## src/hdl/ir_prox_consts.vh

```
// Contract
// - integrating converter yields results of up to 16 bits
// - integration time counts oscillator cycles, 4/8/12/16-bit counter
// - host selects range 1 (dim) up to range 4 (bright)
// - start in power-down, no conversions until host commands one
// - result registers hold zero until a conversion completes
// - one-shot: single conversion, self power-down, result kept readable
// - continuous: back-to-back conversions, each overwrites the result
// - writing power-down mode stops converting
// - modes may be written one after another; each is adopted
// - result is unsigned, width equals selected resolution, max 16
// - led driver on during proximity sensing, off during ir sensing
// - led amplitude and modulation from second command register apply
// - interrupt pin active low open drain, only pulls low
// - interrupt condition mirrored in a readable status bit
// - interrupt when result above upper or below lower threshold
// - interrupt only after set number of consecutive out-of-window cycles
// - mode codes 000 off, 010/011 once, 110/111 continuous
// - persistence codes 00..11 map to 1, 4, 8, 16 cycles
// - pin and flag hold until a first command register transfer ends
// - resolution codes 00..11 give 65536/4096/256/16 cycles, 16/12/8/4 bits
`ifndef IR_PROX_CONSTS_VH
`define IR_PROX_CONSTS_VH

// register indices, byte address is four times the index
`define IDX_CMD1      3'h0
`define IDX_CMD2      3'h1
`define IDX_DATA_LSB  3'h2
`define IDX_DATA_MSB  3'h3
`define IDX_LT_LSB    3'h4
`define IDX_LT_MSB    3'h5
`define IDX_HT_LSB    3'h6
`define IDX_HT_MSB    3'h7

// command register 1 fields
`define MODE_HI       7
`define MODE_LO       5
`define FLAG_BIT      2
`define PRST_HI       1
`define PRST_LO       0
// command register 2 fields
`define SCHEME_BIT    7
`define FREQ_BIT      6
`define IS_HI         5
`define IS_LO         4
`define RES_HI        3
`define RES_LO        2
`define RANGE_HI      1
`define RANGE_LO      0

// mode encodings
`define MODE_OFF      3'h0
`define MODE_IR_ONCE  3'h2
`define MODE_PX_ONCE  3'h3
`define MODE_IR_CONT  3'h6
`define MODE_PX_CONT  3'h7

// reset values
`define RST_CMD       8'h00
`define RST_LT        16'h0000
`define RST_HT        16'hffff
`define RST_DATA      16'h0000

// led modulation timing
`define CLK_KHZ       50000
`define MOD_KHZ       360
`define MOD_HALF      (`CLK_KHZ / (2 * `MOD_KHZ))

`endif

```

## src/hdl/ir_proximity_sensor_sequencer.v

```verilog
// Design decisions made here: register access over AHB-Lite and the register offsets.
`timescale 1ns/10ps
`include "ir_prox_consts.vh"

module ir_proximity_sensor_sequencer (
    // clock and reset
    input  wire        hclk,
    input  wire        hresetn,
    // ahb-lite slave
    input  wire        hsel,
    input  wire [31:0] haddr,
    input  wire [1:0]  htrans,
    input  wire        hwrite,
    input  wire [2:0]  hsize,
    input  wire [31:0] hwdata,
    input  wire        hready,
    output reg  [31:0] hrdata,
    output wire        hreadyout,
    output wire        hresp,
    // converter side
    input  wire        osc_clk,
    input  wire        photo_pulse,
    output wire        adc_active,
    output reg  [1:0]  adc_range,
    output reg  [15:0] result_mask,
    // led driver
    output reg         led_drive_output,
    output reg  [1:0]  led_current,
    // open-drain interrupt pin
    output wire        int_n_out,
    output wire        int_n_oe
);

    localparam ST_IDLE  = 1'b0;
    localparam ST_INTEG = 1'b1;
    localparam integer MOD_WRAP = `MOD_HALF - 1;
    localparam [6:0]   MOD_LAST = MOD_WRAP[6:0];

    // =========================================================
    // functions
    // =========================================================
    function [15:0] res_max;
        input [1:0] res;
        begin
            case (res)
                2'h0:    res_max = 16'hffff;
                2'h1:    res_max = 16'h0fff;
                2'h2:    res_max = 16'h00ff;
                2'h3:    res_max = 16'h000f;
                default: res_max = 16'hffff;
            endcase
        end
    endfunction

    function [4:0] persist_len;
        input [1:0] code;
        begin
            case (code)
                2'h0:    persist_len = 5'h01;
                2'h1:    persist_len = 5'h04;
                2'h2:    persist_len = 5'h08;
                2'h3:    persist_len = 5'h10;
                default: persist_len = 5'h01;
            endcase
        end
    endfunction

    function mode_runs;
        input [2:0] m;
        begin
            case (m)
                `MODE_IR_ONCE: mode_runs = 1'b1;
                `MODE_PX_ONCE: mode_runs = 1'b1;
                `MODE_IR_CONT: mode_runs = 1'b1;
                `MODE_PX_CONT: mode_runs = 1'b1;
                default:       mode_runs = 1'b0;
            endcase
        end
    endfunction

    // =========================================================
    // registers
    // =========================================================
    reg  [2:0]  mode;
    reg  [1:0]  persist;
    reg         flag;
    reg         scheme;
    reg         freq;
    reg  [1:0]  res;
    reg  [15:0] result;
    reg  [15:0] thr_lo;
    reg  [15:0] thr_hi;

    reg         state;
    reg  [15:0] tick_cnt;
    reg  [15:0] pulse_cnt;
    reg  [4:0]  oow_cnt;
    wire        next_flag;

    reg         ph_valid;
    reg         ph_write;
    reg  [2:0]  ph_idx;

    reg  [2:0]  osc_sync;
    reg  [2:0]  pd_sync;
    reg  [6:0]  mod_cnt;
    reg         mod_phase;

    // =========================================================
    // input synchronisers and edge finding
    // =========================================================
    always @(posedge hclk or negedge hresetn) begin
        if (!hresetn) begin
            osc_sync <= 3'h0;
            pd_sync  <= 3'h0;
        end else begin
            osc_sync <= {osc_sync[1:0], osc_clk};
            pd_sync  <= {pd_sync[1:0], photo_pulse};
        end
    end

    // edges seen only between second and third stage
    wire osc_tick = osc_sync[1] & ~osc_sync[2];
    wire pd_rise  = pd_sync[1] & ~pd_sync[2];

    // =========================================================
    // ahb-lite slave
    // =========================================================
    wire        take    = hsel & htrans[1] & hready;
    wire        in_map  = (haddr[31:5] == 27'h0);
    wire [2:0]  a_idx   = haddr[4:2];
    wire        wr_now  = ph_valid & ph_write;
    wire        wr_cmd1 = wr_now & (ph_idx == `IDX_CMD1);
    wire        wr_cmd2 = wr_now & (ph_idx == `IDX_CMD2);
    wire        cmd1_done = ph_valid & (ph_idx == `IDX_CMD1);
    wire [7:0]  wbyte   = hwdata[7:0];
    wire [2:0]  seen_mode = wr_cmd1 ? wbyte[`MODE_HI:`MODE_LO] : mode;
    wire [1:0]  seen_prst = wr_cmd1 ? wbyte[`PRST_HI:`PRST_LO] : persist;

    // a write still in its data phase is seen by a read right behind it
    function [7:0] fresh;
        input [7:0] stored;
        begin
            if (wr_now && (ph_idx == a_idx)) begin
                fresh = wbyte;
            end else begin
                fresh = stored;
            end
        end
    endfunction

    assign hreadyout = 1'b1;
    assign hresp     = 1'b0;

    always @(posedge hclk or negedge hresetn) begin
        if (!hresetn) begin
            ph_valid <= 1'b0;
            ph_write <= 1'b0;
            ph_idx   <= 3'h0;
        end else begin
            ph_valid <= take & in_map;
            ph_write <= hwrite;
            ph_idx   <= a_idx;
        end
    end

    // read data registered during the address phase
    always @(posedge hclk or negedge hresetn) begin
        if (!hresetn) begin
            hrdata <= 32'h0;
        end else if (take) begin
            hrdata <= 32'h0;
            if (in_map && !hwrite) begin
                case (a_idx)
                    `IDX_CMD1:
                        hrdata[7:0] <= {seen_mode, 2'h0,
                                        next_flag, seen_prst};
                    `IDX_CMD2:
                        hrdata[7:0] <= fresh({scheme, freq, led_current,
                                              res, adc_range});
                    `IDX_DATA_LSB: hrdata[7:0] <= result[7:0];
                    `IDX_DATA_MSB: hrdata[7:0] <= result[15:8];
                    `IDX_LT_LSB:
                        hrdata[7:0] <= fresh(thr_lo[7:0]);
                    `IDX_LT_MSB:
                        hrdata[7:0] <= fresh(thr_lo[15:8]);
                    `IDX_HT_LSB:
                        hrdata[7:0] <= fresh(thr_hi[7:0]);
                    `IDX_HT_MSB:
                        hrdata[7:0] <= fresh(thr_hi[15:8]);
                    default:       hrdata[7:0] <= 8'h0;
                endcase
            end
        end
    end

    // =========================================================
    // command register 2 and thresholds
    // =========================================================
    always @(posedge hclk or negedge hresetn) begin
        if (!hresetn) begin
            scheme      <= 1'b0;
            freq        <= 1'b0;
            led_current <= 2'h0;
            res         <= 2'h0;
            adc_range   <= 2'h0;
            thr_lo      <= `RST_LT;
            thr_hi      <= `RST_HT;
        end else if (wr_now) begin
            case (ph_idx)
                `IDX_CMD2: begin
                    scheme      <= wbyte[`SCHEME_BIT];
                    freq        <= wbyte[`FREQ_BIT];
                    led_current <= wbyte[`IS_HI:`IS_LO];
                    res         <= wbyte[`RES_HI:`RES_LO];
                    adc_range   <= wbyte[`RANGE_HI:`RANGE_LO];
                end
                `IDX_LT_LSB: thr_lo[7:0]  <= wbyte;
                `IDX_LT_MSB: thr_lo[15:8] <= wbyte;
                `IDX_HT_LSB: thr_hi[7:0]  <= wbyte;
                `IDX_HT_MSB: thr_hi[15:8] <= wbyte;
                default: thr_lo <= thr_lo;
            endcase
        end
    end

    // =========================================================
    // conversion sequencer
    // =========================================================
    wire [15:0] cur_max    = res_max(res);
    wire        pd_count   = pd_rise & (pulse_cnt != cur_max);
    wire [15:0] next_pulse = pulse_cnt + {15'h0, pd_count};
    wire        finish     = (state == ST_INTEG) & osc_tick &
                             (tick_cnt == cur_max) & ~wr_cmd1;
    wire        out_win    = (next_pulse > thr_hi) |
                             (next_pulse < thr_lo);
    wire [4:0]  next_oow   = oow_cnt + 5'h01;
    wire        trig       = finish & out_win &
                             (next_oow >= persist_len(persist));
    wire        one_shot   = ~mode[2];

    assign adc_active = (state == ST_INTEG);

    always @(posedge hclk or negedge hresetn) begin
        if (!hresetn) begin
            state       <= ST_IDLE;
            mode        <= `MODE_OFF;
            persist     <= 2'h0;
            tick_cnt    <= 16'h0;
            pulse_cnt   <= 16'h0;
            oow_cnt     <= 5'h0;
            result      <= `RST_DATA;
            result_mask <= 16'hffff;
        end else if (wr_cmd1) begin
            mode      <= wbyte[`MODE_HI:`MODE_LO];
            persist   <= wbyte[`PRST_HI:`PRST_LO];
            tick_cnt  <= 16'h0;
            pulse_cnt <= 16'h0;
            oow_cnt   <= 5'h0;
            if (mode_runs(wbyte[`MODE_HI:`MODE_LO])) begin
                state <= ST_INTEG;
            end else begin
                state <= ST_IDLE;
            end
        end else begin
            case (state)
                ST_IDLE: begin
                    tick_cnt  <= 16'h0;
                    pulse_cnt <= 16'h0;
                end
                ST_INTEG: begin
                    if (finish) begin
                        // whole word replaced in one edge
                        result      <= next_pulse;
                        result_mask <= cur_max;
                        tick_cnt    <= 16'h0;
                        pulse_cnt   <= 16'h0;
                        if (out_win) begin
                            if (next_oow < persist_len(persist)) begin
                                oow_cnt <= next_oow;
                            end
                        end else begin
                            oow_cnt <= 5'h0;
                        end
                        if (one_shot) begin
                            mode  <= `MODE_OFF;
                            state <= ST_IDLE;
                        end else begin
                            state <= ST_INTEG;
                        end
                    end else begin
                        pulse_cnt <= next_pulse;
                        if (osc_tick) begin
                            tick_cnt <= tick_cnt + 16'h0001;
                        end
                    end
                end
                default: state <= ST_IDLE;
            endcase
        end
    end

    // =========================================================
    // interrupt flag and pin
    // =========================================================
    // set wins over a clear in the same cycle
    assign next_flag = trig | (flag & ~cmd1_done);

    always @(posedge hclk or negedge hresetn) begin
        if (!hresetn) begin
            flag <= 1'b0;
        end else begin
            flag <= next_flag;
        end
    end

    assign int_n_out = 1'b0;
    assign int_n_oe  = flag;

    // =========================================================
    // led drive and modulation
    // =========================================================
    always @(posedge hclk or negedge hresetn) begin
        if (!hresetn) begin
            mod_cnt   <= 7'h0;
            mod_phase <= 1'b0;
        end else if (mod_cnt == MOD_LAST) begin
            mod_cnt   <= 7'h0;
            mod_phase <= ~mod_phase;
        end else begin
            mod_cnt <= mod_cnt + 7'h01;
        end
    end

    wire prox_on = (state == ST_INTEG) & mode[0];

    always @(posedge hclk or negedge hresetn) begin
        if (!hresetn) begin
            led_drive_output <= 1'b0;
        end else begin
            // dc when freq is low, square wave when high
            led_drive_output <= prox_on &
                                (~freq | mod_phase);
        end
    end

endmodule

```

## config.mk

```make
export PLATFORM = sky130hd
export DESIGN_NAME = ir_proximity_sensor_sequencer
export DESIGN_NICKNAME = d
export VERILOG_FILES = /design/src/hdl/ir_proximity_sensor_sequencer.v
export VERILOG_INCLUDE_DIRS = /design/src /design/src/hdl
export SDC_FILE = /design/constraint.sdc
export NUM_CORES = 1
export LEC_CHECK = 0
export ABC_AREA = 1
export BUFFER_PORTS_ARGS = -buffer_cell sky130_fd_sc_hd__buf_2
export CORE_MARGIN = 2
export CORE_UTILIZATION = 35
export CTS_CLUSTER_SIZE = 12
export DETAILED_ROUTE_END_ITERATION = 16
export GPL_ROUTABILITY_DRIVEN = 0
export GPL_TIMING_DRIVEN = 0
export REMOVE_ABC_BUFFERS = 1
export SYNTH_ARGS = -nofsm -noshare
export SYNTH_HDL_FRONTEND = slang
export SYNTH_SLANG_ARGS = --single-unit
```

## constraint.sdc

```tcl
create_clock -name hclk -period 3.7 [get_ports hclk]
set_clock_uncertainty 0.15 [all_clocks]
set_input_delay 1.11 -clock hclk [delete_from_list [all_inputs] [get_ports hclk]]
set_output_delay 1.11 -clock hclk [all_outputs]
set_load 0.05 [all_outputs]
```

==> After elaboration in Yosys (flattened, before gate mapping) <==
Index checks and enable logic that the tools add are counted.
{ "classes": {"n_addsub": 4, "order_cmp": 4, "eq_ne": 29, "mux": 39, "bitwise_logic": 27, "n_reduce_logical": 20} }
{ "op_table": {"columns": ["operator", "count"], "rows": [
  ["2-to-1 mux 16 bit", 5],
  ["one-hot mux 16 bit (2 select lines)", 2],
  ["one-hot mux 16 bit (4 select lines)", 1],
  ["one-hot mux 8 bit (8 select lines)", 1],
  ["2-to-1 mux 8 bit", 6],
  ["2-to-1 mux 5 bit", 9],
  ["== test 3 bit (second input constant)", 10],
  ["zero test 27 bit", 1],
  ["one-hot mux 5 bit (4 select lines)", 1],
  ["bitwise AND 1 bit", 17],
  ["adder 16 x 1 -> 16 bit", 1],
  ["adder 16 x 1 -> 16 bit (second input constant)", 1],
  ["== test 16 bit", 1],
  ["greater-than comparator 16 bit", 1],
  ["less-than comparator 16 bit", 1],
  ["!= test 16 bit", 1],
  ["2-to-1 mux 3 bit", 5],
  ["== test 3 x 2 -> 1 bit (second input constant)", 4],
  ["AND reduction 2 bit", 6],
  ["AND reduction 3 bit", 3],
  ["== test 2 bit (second input constant)", 4],
  ["adder 7 x 1 -> 7 bit (second input constant)", 1],
  ["== test 7 bit (second input constant)", 1],
  ["2-to-1 mux 1 bit", 7],
  ["19 further kinds", 33]
]} }
{ "word_totals": {"ff_bits": 144, "inputBits": 76, "output_inout_bits": 58, "word_cells": 151} }

==> Longest topological paths before layout <==
Gate-level depths: netlist (run 1).
{ "logic_depth": {"ltp_word": 17, "ltp_mapped": 28, "depth_no_buf": 28} }

==> Worst setup path before layout (run 1) <==
OpenSTA, ideal clock, no wires.
{ "synth_path": {"path_type": "reg2reg", "from": "register res[0]", "to": "register oow_cnt[0]", "setup_ps": 119, "t_arrival_ps": 3369, "t_required_ps": 3431, "slack_ps": 63, "path_stages_with_launch": 28, "period_less_slack_ps": 3637, "path_cell_list": "dfrtp_1 > nand2_1 > clkinv_1 > nand3_1 > nor3_1 > o2111ai_1 > nand2_1 > nor2_1 > ha_1 > ha_1 > nand3_1 > inv_1 > nand2_1 > nor3_1 > nand2_1 > nor2_1 > xor2_1 > inv_1 > ha_1 > nand2_1 > nor3_1 > nand3_1 > nand2_1 > nand2_1 > nand3_1 > nand2_2 > nand2_1 > nand2_1"} }
{ "synth_via": {"elab_chain_len": 11, "elab_cells_between_ends": 21} }
{ "synth_lines": {"columns": ["element", "line_no", "text"], "rows": [
  ["start, declared", "ir_proximity_sensor_sequencer.v:89", "reg [1:0] res;"],
  ["start signal, assigned", "ir_proximity_sensor_sequencer.v:215", "res <= wbyte[`RES_HI:`RES_LO];"],
  ["== test 2 bit, or another cell as far along", "ir_proximity_sensor_sequencer.v:45", "case (res)"],
  ["one-hot mux 16 bit (4 select lines) *", "ir_proximity_sensor_sequencer.v:45", null],
  ["!= test 16 bit *", "ir_proximity_sensor_sequencer.v:231", "wire pd_count = pd_rise & (pulse_cnt != cur_max);"],
  ["bitwise AND 1 bit *", "ir_proximity_sensor_sequencer.v:231", null],
  ["adder 16 x 1 -> 16 bit *", "ir_proximity_sensor_sequencer.v:232", "wire [15:0] next_pulse = pulse_cnt + {15'h0, pd_count};"],
  ["via next_pulse[12]", "ir_proximity_sensor_sequencer.v:232", null],
  ["greater-than comparator 16 bit / less-than comparator 16 bit (equally long branches)", "ir_proximity_sensor_sequencer.v:235, ir_proximity_sensor_sequencer.v:236", null],
  ["OR 1 bit *", "ir_proximity_sensor_sequencer.v:235", "wire out_win = (next_pulse > thr_hi) |"],
  ["2-to-1 mux 5 bit", "ir_proximity_sensor_sequencer.v:278", "if (out_win) begin"],
  ["2-to-1 mux 5 bit", "ir_proximity_sensor_sequencer.v:272", "if (finish) begin"],
  ["2-to-1 mux 5 bit", "ir_proximity_sensor_sequencer.v:266", "case (state)"],
  ["2-to-1 mux 5 bit", "ir_proximity_sensor_sequencer.v:254", "end else if (wr_cmd1) begin"],
  ["end signal, assigned", "ir_proximity_sensor_sequencer.v:280", "oow_cnt <= next_oow;"],
  ["end, declared", "ir_proximity_sensor_sequencer.v:97", "reg [4:0] oow_cnt;"]
]} }
Mark *: on every way through the listed nets, which the timed path passes. The rest lies on a longest branch. The select of a mux whose other input is x is not followed.
A chain may end at the register's enable or synchronous reset.

==> Final worst setup path (run 1) <==
{ "layout_path": {"from": "register res[1]", "to": "register oow_cnt[2]"} }
Same word-level chain as after synthesis.

==> results.toml, run 1 <==
[worst_hold_path]
hold-path-cell-count = 0
hold_end = "osc_sync[1]"
hp-start = "osc_sync[0]"
timing.hold.worst.class = "reg -> reg"

[floorplan]
chipWidth_um = 152.3
placement_rows = 54
top_level_ports = 134
die_span_y_um = 152.3
initial_core_util_pct = 35.49
core_region_sq_um = 21690
fp.dieArea_sq_um = 23190

[grt]
globalRoute.totalOverflow = 0
gr-usage-all-layers_pct = 17.71
first_global_vias = 6201
grt_start_max_net_pins = 99
grt_antenna_before_repair = 0
global_route_wire_length_before_repair_um = 32710

[logic_synthesis]
asyncSetResetFlopFracSynth_pct = 100.0
synthFlopType = "sky130_fd_sc_hd__dfrtp_1"
post_synth.cell_area_avg_sq_um = 7.837
ys_warn_count = 0
netlist-cell-type-count = 52
yosysSeqAreaShare_pct = 42.90
syn_inst = 982
synth_edf_count = 0
syn_area_sq_um = 7696
yosysTopAreaCell = "sky130_fd_sc_hd__dfrtp_1"
synth_top_cell_area_share_pct = 36.42
synth_top_cells_by_area = "sky130_fd_sc_hd__dfrtp_1 36%, sky130_fd_sc_hd__nand2_1 11%, sky130_fd_sc_hd__ha_1 6.7%, sky130_fd_sc_hd__dfstp_2 6.5%, sky130_fd_sc_hd__inv_1 6.4%"
synth-seq-cells = 131

[sta]
setup_violations = 5
setup-tns-final_ns = -0.4293
final_hold_viol_count = 0
final_min_period_over_clock_period_pct = 102.5
rsz0062_at_grt = "true"
timing_max_transition_violations_final = 0
fin_hold_ws_ns = 0.1971
timing_worst_slew_pin_value_ns = 0.7371
worst_slew_margin_rel_pct = 50.74
final_critical_path_setup_slack_ns = -0.09137
post-route-min-period_ns = 3.791
fmaxAchievable_ghz = 0.2638

[detailed_routing]
wirelength_um = 20610
vias_per_cell = 4.846
vias = 6658
detailedRoute.firstPassIterationCount = 6
drc_errors = 0
initialDrtViolationCount = 489
drt-wirelength-per-cell_um = 15.00
drt.antenna.violating_nets = 0

[critical_path]
r2r_cells = 26
required_ns = 3.91
slowest_delay_ns = 0.48
critical_path_class = "reg -> reg"
worst_setup_path_end_kind = "flip-flop"
timing.critical_path.arrival_ns = 4.00
r2r_slack_ns = -0.09
wp_depth = 26
setup.worst_path.start_class = "flip-flop"
start_of_the_worst_register_to_register_path = "res[1]"
cp_num_buf_inv = 3
cell_seen_most_often_among_critical_path_stages = "sky130_fd_sc_hd__nand2_1"
crit_path_top_delay_cell = "sky130_fd_sc_hd__dfrtp_2"
worst-path-max-fanout = 6
r2r_end = "oow_cnt[2]"
cp_top_delay_family = "simple AND/OR/NAND/NOR gates"

[final_layout]
utilization_pct = 43.19
post_route_cells_drive_above_1_share_pct = 21.94
num-nets-final = 1198
syn2layout_area_growth_pct = 21.70
instances_no_fill = 1374
n_antenna_cell = 0
finish.instance_area_sq_um = 9366

[placement]
dp_slack_ns = -1.183
post-place-cells = 1307
placement.cell_area_sq_um = 8134
hpwl_um = 14280
port_buffers = 72

[clock_network]
worst_skew_pair.late_latency_ns = 0.42
clock_tree_from_tritoncts = "built"
clockRootBuffer = "sky130_fd_sc_hd__clkbuf_16"
cts_made_buffers = 17
clock_sink_count = 131
max-clock-path-buffers = 2
clock_transition_at_the_registers_of_the_reported_paths_ns = 0.06
clock_tree.htree_level_count = 4
postCtsHoldBufs = 0

[power_and_ir_drop]
power.density_cell_area_nw_per_um2 = 406.8
static-leakage-power_nw = 5.049
total_power_mw = 3.810
worst_ir_drop_vdd_mv = 0.2303

[run_status]
violations = "negative setup slack"
outcome = "finished with violations"

[job]
maxCapViolCount = 0
cell type report:
type / count / area, sq um
fill: 2140 / 12320
multi-input combinational: 681 / 3964
sequential: 131 / 3304
timing repair buffer: 106 / 653.1
inverter: 142 / 554.3
clock buffer: 27 / 493.0
tap: 280 / 350.3
clock inverter: 5 / 30.03
timing repair inverter: 2 / 17.52
cell usage after synthesis (all sizes together) (2+ instances only):
master	n
a21oi	27
a31oi	3
a41oi	4
and3	3
buf	52
clkbuf	5
clkinv	5
conb	2
dfrtp	112
dfstp	19
ha	41
inv	137
nand2	238
nand3	48
nand4	14
nor2	98
nor3	15
nor4	6
o211ai	3
o21ai	94
o221ai	3
o22ai	10
o311ai	4
or2	4
xnor2	3
xor2	19
what timing repair did:
action                                 in CTS  in global routing
setup endpoints to repair                   7                 61
setup buffers                              30                  5
gates cloned                                0                  2
pin swaps                                  28                 26
endpoints found under the hold margin       0                  0
gates resized for setup                    57                 45
cell families (layout without fill, tap and decap cells):
logic type / Yosys count / count (layout) / share of synthesized area [%]
adders and majority gates: 41 / 41 / 6.666
and+or+nand+nor: 430 / 430 / 24.01
buffers and inverters: 199 / 282 / 12.34
AOI/OAI and AO/OA: 157 / 157 / 11.48
xor gates and xnor gates: 22 / 22 / 2.504
DFF: 131 / 131 / 42.90
other: 2 / 31 / 0.09758
per-layer routing:
metal	GRT usage (%)	wire, um
met4	6.142	510
met3	3.441	984
met5	0	0
met1	24.61	9439
met2	27.69	9679
where the power goes:
group	total [mW]	internal (mW)	switching [mW]
Sequential	1.64	1.54	0.101
Combinational	0.644	0.214	0.429
Clock	1.53	0.906	0.620
registers in the layout, summed over array words and instances, names as in the netlist, 2 cells and up:
register,count
pulse_cnt,16
result,16
tick_cnt,16
thr_lo,16
osc_sync,3
mode,3
adc_range,2
res,2
oow_cnt,5
ph_idx,3
result_mask,3
mod_cnt,7
persist,2
thr_hi,16
pd_sync,3
hrdata,8
led_current,2
cell usage in the layout, fill, tap and decap left out, types with 17 or more instances in the layout:
cell                        count
sky130_fd_sc_hd__a21oi_1       23
sky130_fd_sc_hd__buf_2         71
sky130_fd_sc_hd__buf_4         30
sky130_fd_sc_hd__clkbuf_16     17
sky130_fd_sc_hd__conb_1        31
sky130_fd_sc_hd__dfrtp_1      110
sky130_fd_sc_hd__dfstp_2       19
sky130_fd_sc_hd__ha_1          34
sky130_fd_sc_hd__inv_1        127
sky130_fd_sc_hd__nand2_1      218
sky130_fd_sc_hd__nand3_1       40
sky130_fd_sc_hd__nor2_1        85
sky130_fd_sc_hd__o21ai_0       75
worst register-to-register path: stages (launching register included):
cell and delay, ns:
sky130_fd_sc_hd__dfrtp_2 0.48, sky130_fd_sc_hd__buf_6 0.16, sky130_fd_sc_hd__o32ai_1 0.36, sky130_fd_sc_hd__o2111ai_2 0.17
sky130_fd_sc_hd__nand2_1 0.10, sky130_fd_sc_hd__nor2_2 0.05, sky130_fd_sc_hd__ha_4 0.17, sky130_fd_sc_hd__ha_4 0.17
sky130_fd_sc_hd__nand3_4 0.06, sky130_fd_sc_hd__inv_2 0.04, sky130_fd_sc_hd__nand2_2 0.10, sky130_fd_sc_hd__nor3_4 0.05
sky130_fd_sc_hd__nand2_2 0.10, sky130_fd_sc_hd__nand2_1 0.09, sky130_fd_sc_hd__o21ai_4 0.10, sky130_fd_sc_hd__inv_2 0.08
sky130_fd_sc_hd__ha_4 0.27, sky130_fd_sc_hd__nand4_1 0.17, sky130_fd_sc_hd__nor3_4 0.18, sky130_fd_sc_hd__nand2_1 0.07
sky130_fd_sc_hd__nand2_1 0.07, sky130_fd_sc_hd__nand2_2 0.06, sky130_fd_sc_hd__nand2_4 0.11, sky130_fd_sc_hd__nand3_4 0.13
sky130_fd_sc_hd__nand2_4 0.15, sky130_fd_sc_hd__nand2_1 0.06, sky130_fd_sc_hd__nand2_1 0.06
worst max path at each step:
stage,slack [ns],startpoint,to
after detailed placement,-1.18,res[1],oow_cnt[0]
after global routing,-0.33,res[1],oow_cnt[2]
after CTS,-0.20,pulse_cnt[14],oow_cnt[0]
final,-0.09,res[1],oow_cnt[2]
after global placement,-1.13,res[1],oow_cnt[0]
after floorplan,-0.01,res[1],oow_cnt[0]
No activity file was read; power rests on OpenSTA's default activity.
==> inputs of run 2 (changes only) <==
--- a/config.mk
+++ b/config.mk
@@ -8,12 +8,15 @@
 export LEC_CHECK = 0
 export ABC_AREA = 1
 export BUFFER_PORTS_ARGS = -buffer_cell sky130_fd_sc_hd__buf_2
+export CELL_PAD_IN_SITES_DETAIL_PLACEMENT = 1
+export CELL_PAD_IN_SITES_GLOBAL_PLACEMENT = 1
 export CORE_MARGIN = 2
 export CORE_UTILIZATION = 35
 export CTS_CLUSTER_SIZE = 12
 export DETAILED_ROUTE_END_ITERATION = 16
 export GPL_ROUTABILITY_DRIVEN = 0
 export GPL_TIMING_DRIVEN = 0
+export PLACE_DENSITY_LB_ADDON = 0.1
 export REMOVE_ABC_BUFFERS = 1
 export SYNTH_ARGS = -nofsm -noshare
 export SYNTH_HDL_FRONTEND = slang
==> run 2 against run 1 <==
Critical path depth fell by 1. Register-to-register slack worse by 0.10 ns. Largest cell class unchanged. Sequential power barely moved. Global-route usage up 3.0 points. The run still ends with negative setup slack left. Largest power group is now clock. Highest routed layer unchanged. Non-clock buffer count is 10 lower.
==> results.toml, run 2 (same netlist as run 1, synthesis figures left out) <==
[grt]
first_global_vias = 6838
gr-usage-all-layers_pct = 20.72
global_route_wire_length_before_repair_um = 37580
grt_antenna_before_repair = 0
grt_start_max_net_pins = 86
globalRoute.totalOverflow = 0

[power_and_ir_drop]
worst_ir_drop_vdd_mv = 0.2324
power.density_cell_area_nw_per_um2 = 433.5
pwr-share-seq_pct = 40.9
clockPowerShare_pct = 43.0
p_int_mw = 2.775
static-leakage-power_nw = 4.999
sw_frac_of_total_pct = 30.74
power_switching_mw = 1.232
share_comb_of_total_power_pct = 16.1

[sta]
worst_slew_margin_rel_pct = 48.73
setup_violations = 6
final_critical_path_setup_slack_ns = -0.1933
timing_worst_slew_pin_value_ns = 0.7668
rsz0062_at_grt = "true"
post-route-min-period_ns = 3.893
fmaxAchievable_ghz = 0.2568
fin_hold_ws_ns = 0.1994
timing_max_transition_violations_final = 0
final_min_period_over_clock_period_pct = 105.2
final_hold_viol_count = 0

[floorplan]
die_span_y_um = 152.3
initial_core_util_pct = 35.49
top_level_ports = 134
core_region_sq_um = 21690
chipWidth_um = 152.3
placement_rows = 54
fp.dieArea_sq_um = 23190

[run_status]
violations = "negative setup slack"
outcome = "finished with violations"

[critical_path]
setup.worst_path.start_class = "flip-flop"
cell_seen_most_often_among_critical_path_stages = "sky130_fd_sc_hd__nand2_1"
timing.critical_path.arrival_ns = 4.11
slowest_delay_ns = 0.42
r2r_cells = 25
required_ns = 3.91
critical_path_class = "reg -> reg"
worst-path-max-fanout = 6
r2r_slack_ns = -0.19
worst_setup_path_end_kind = "flip-flop"
crit_path_top_delay_cell = "sky130_fd_sc_hd__dfrtp_2"

[final_layout]
n_fill_cell = 2618
num-nets-final = 1186
mostFrequentLayoutCells = "221 x sky130_fd_sc_hd__nand2_1, 125 x sky130_fd_sc_hd__inv_1, 108 x sky130_fd_sc_hd__dfrtp_1, 85 x sky130_fd_sc_hd__nor2_1, 80 x sky130_fd_sc_hd__o21ai_0"
layout_commonest_cell = "sky130_fd_sc_hd__nand2_1"
syn2layout_area_growth_pct = 20.09
post_route_cells_drive_above_1_share_pct = 20.89
n_antenna_cell = 0

[clock_network]
worst_skew_pair.late_latency_ns = 0.43
clockRootBuffer = "sky130_fd_sc_hd__clkbuf_16"
postCtsHoldBufs = 0
clock_tree.htree_level_count = 4
clock_tree_from_tritoncts = "built"
clock_sink_count = 131
max-clock-path-buffers = 2
clock_transition_at_the_registers_of_the_reported_paths_ns = 0.06
cts_made_buffers = 17

[detailed_routing]
routedLengthMet1_um = 10840
route.top_layer_used = "met4"
drc_errors = 0
vias_per_cell = 4.846
drt-wirelength-per-cell_um = 17.13
wirelength_um = 23330
initialDrtViolationCount = 239
routed-wl-met2_um = 11340
detailedRoute.firstPassIterationCount = 4
route.met3.wl_um = 762
vias = 6600
drt.antenna.violating_nets = 0

[placement]
port_buffers = 72
dp_slack_ns = -1.248
hpwl_um = 16750

[job]
maxCapViolCount = 0

[worst_hold_path]
timing.hold.worst.class = "reg -> reg"
hold-path-cell-count = 0
==> run 2: cell types whose count changed in the layout (fill, tap and decap cells not counted), sizes merged <==
cell    delta
buf       -10
clkbuf     -7
clkinv     +3
bufinv     +2
==> run 2: path summary, 6_finish.rpt <==
| kind | start | endpoint |
|---|---|---|
| max in group asynchronous | hresetn | thr_hi[7] |
| max reg2reg | pulse_cnt[13] | oow_cnt[2] |
| min reg2reg | pd_sync[0] | pd_sync[1] |
| min in group asynchronous | hresetn | tick_cnt[8] |
| min | pd_sync[0] | pd_sync[1] |
| max | pulse_cnt[13] | oow_cnt[2] |
==> run 2: critical path, delay by kind of cell, from the launching register on <==
family / cells / cell delay, ns
AO/OA/AOI/OAI: 2 / 0.47
XOR/XNOR: 1 / 0.22
adder cells (fa/ha/maj): 3 / 0.68
buffers and inverters: 2 / 0.18
flip-flops: 1 / 0.42
AND/OR/NAND/NOR: 17 / 1.70
==> run 2: area by class of cell <==
type / instances / area, sq um / share of cell area (%)
Tap cell: 280 / 350.3 / 3.790
Multi-Input combinational cell: 681 / 3885 / 42.03
Inverter: 142 / 539.3 / 5.835
Clock buffer: 20 / 456.7 / 4.941
Sequential cell: 131 / 3307 / 35.78
Timing Repair Buffer: 96 / 574.3 / 6.214
Clock inverter: 12 / 130.1 / 1.408
==> run 2: repair_timing <==
item,4_1_cts,5_1_grt
endpoints found under the setup margin,7,7
pin swaps,33,20
buffers inserted,18,5
resized for setup,68,10
==> run 2: layer usage <==
layer / vias to the layer above / track usage (%)
met5: - / 0
li1: 3270 / -
met4: 0 / 6.498
met2: 103 / 34.83
met1: 3203 / 27.15
met3: 24 / 3.811
==> run 2: through the flow <==
| step | setup TNS, ns | std cells | utilization [%] | total power, mW | area (sq um) |
|---|---|---|---|---|---|
| 3_5_place_dp | -8.048 | 1307 | 37.50 | 2.266 | 8134 |
| 6_report | -1.022 | 1362 | 42.62 | 4.006 | 9243 |
| 5_1_grt | -2.902 | 1362 | 42.62 | 4.215 | 9243 |
| 2_1_floorplan | -0.05713 | 954 | - | 2.041 | 7390 |
| 3_3_place_gp | -81.84 | 1306 | 37.35 | 2.243 | 8100 |
| 4_1_cts | -0.9593 | 1357 | 42.25 | 4.039 | 9163 |
==> run 2: power by group through the flow <==
stage	clock, mW	combinational (mW)	sequential (mW)
detailed placement	0	0.617	1.65
global route	1.82	0.741	1.66
finish	1.72	0.644	1.64
floorplan	0	0.417	1.62
global placement	0	0.595	1.65
CTS	1.76	0.646	1.64
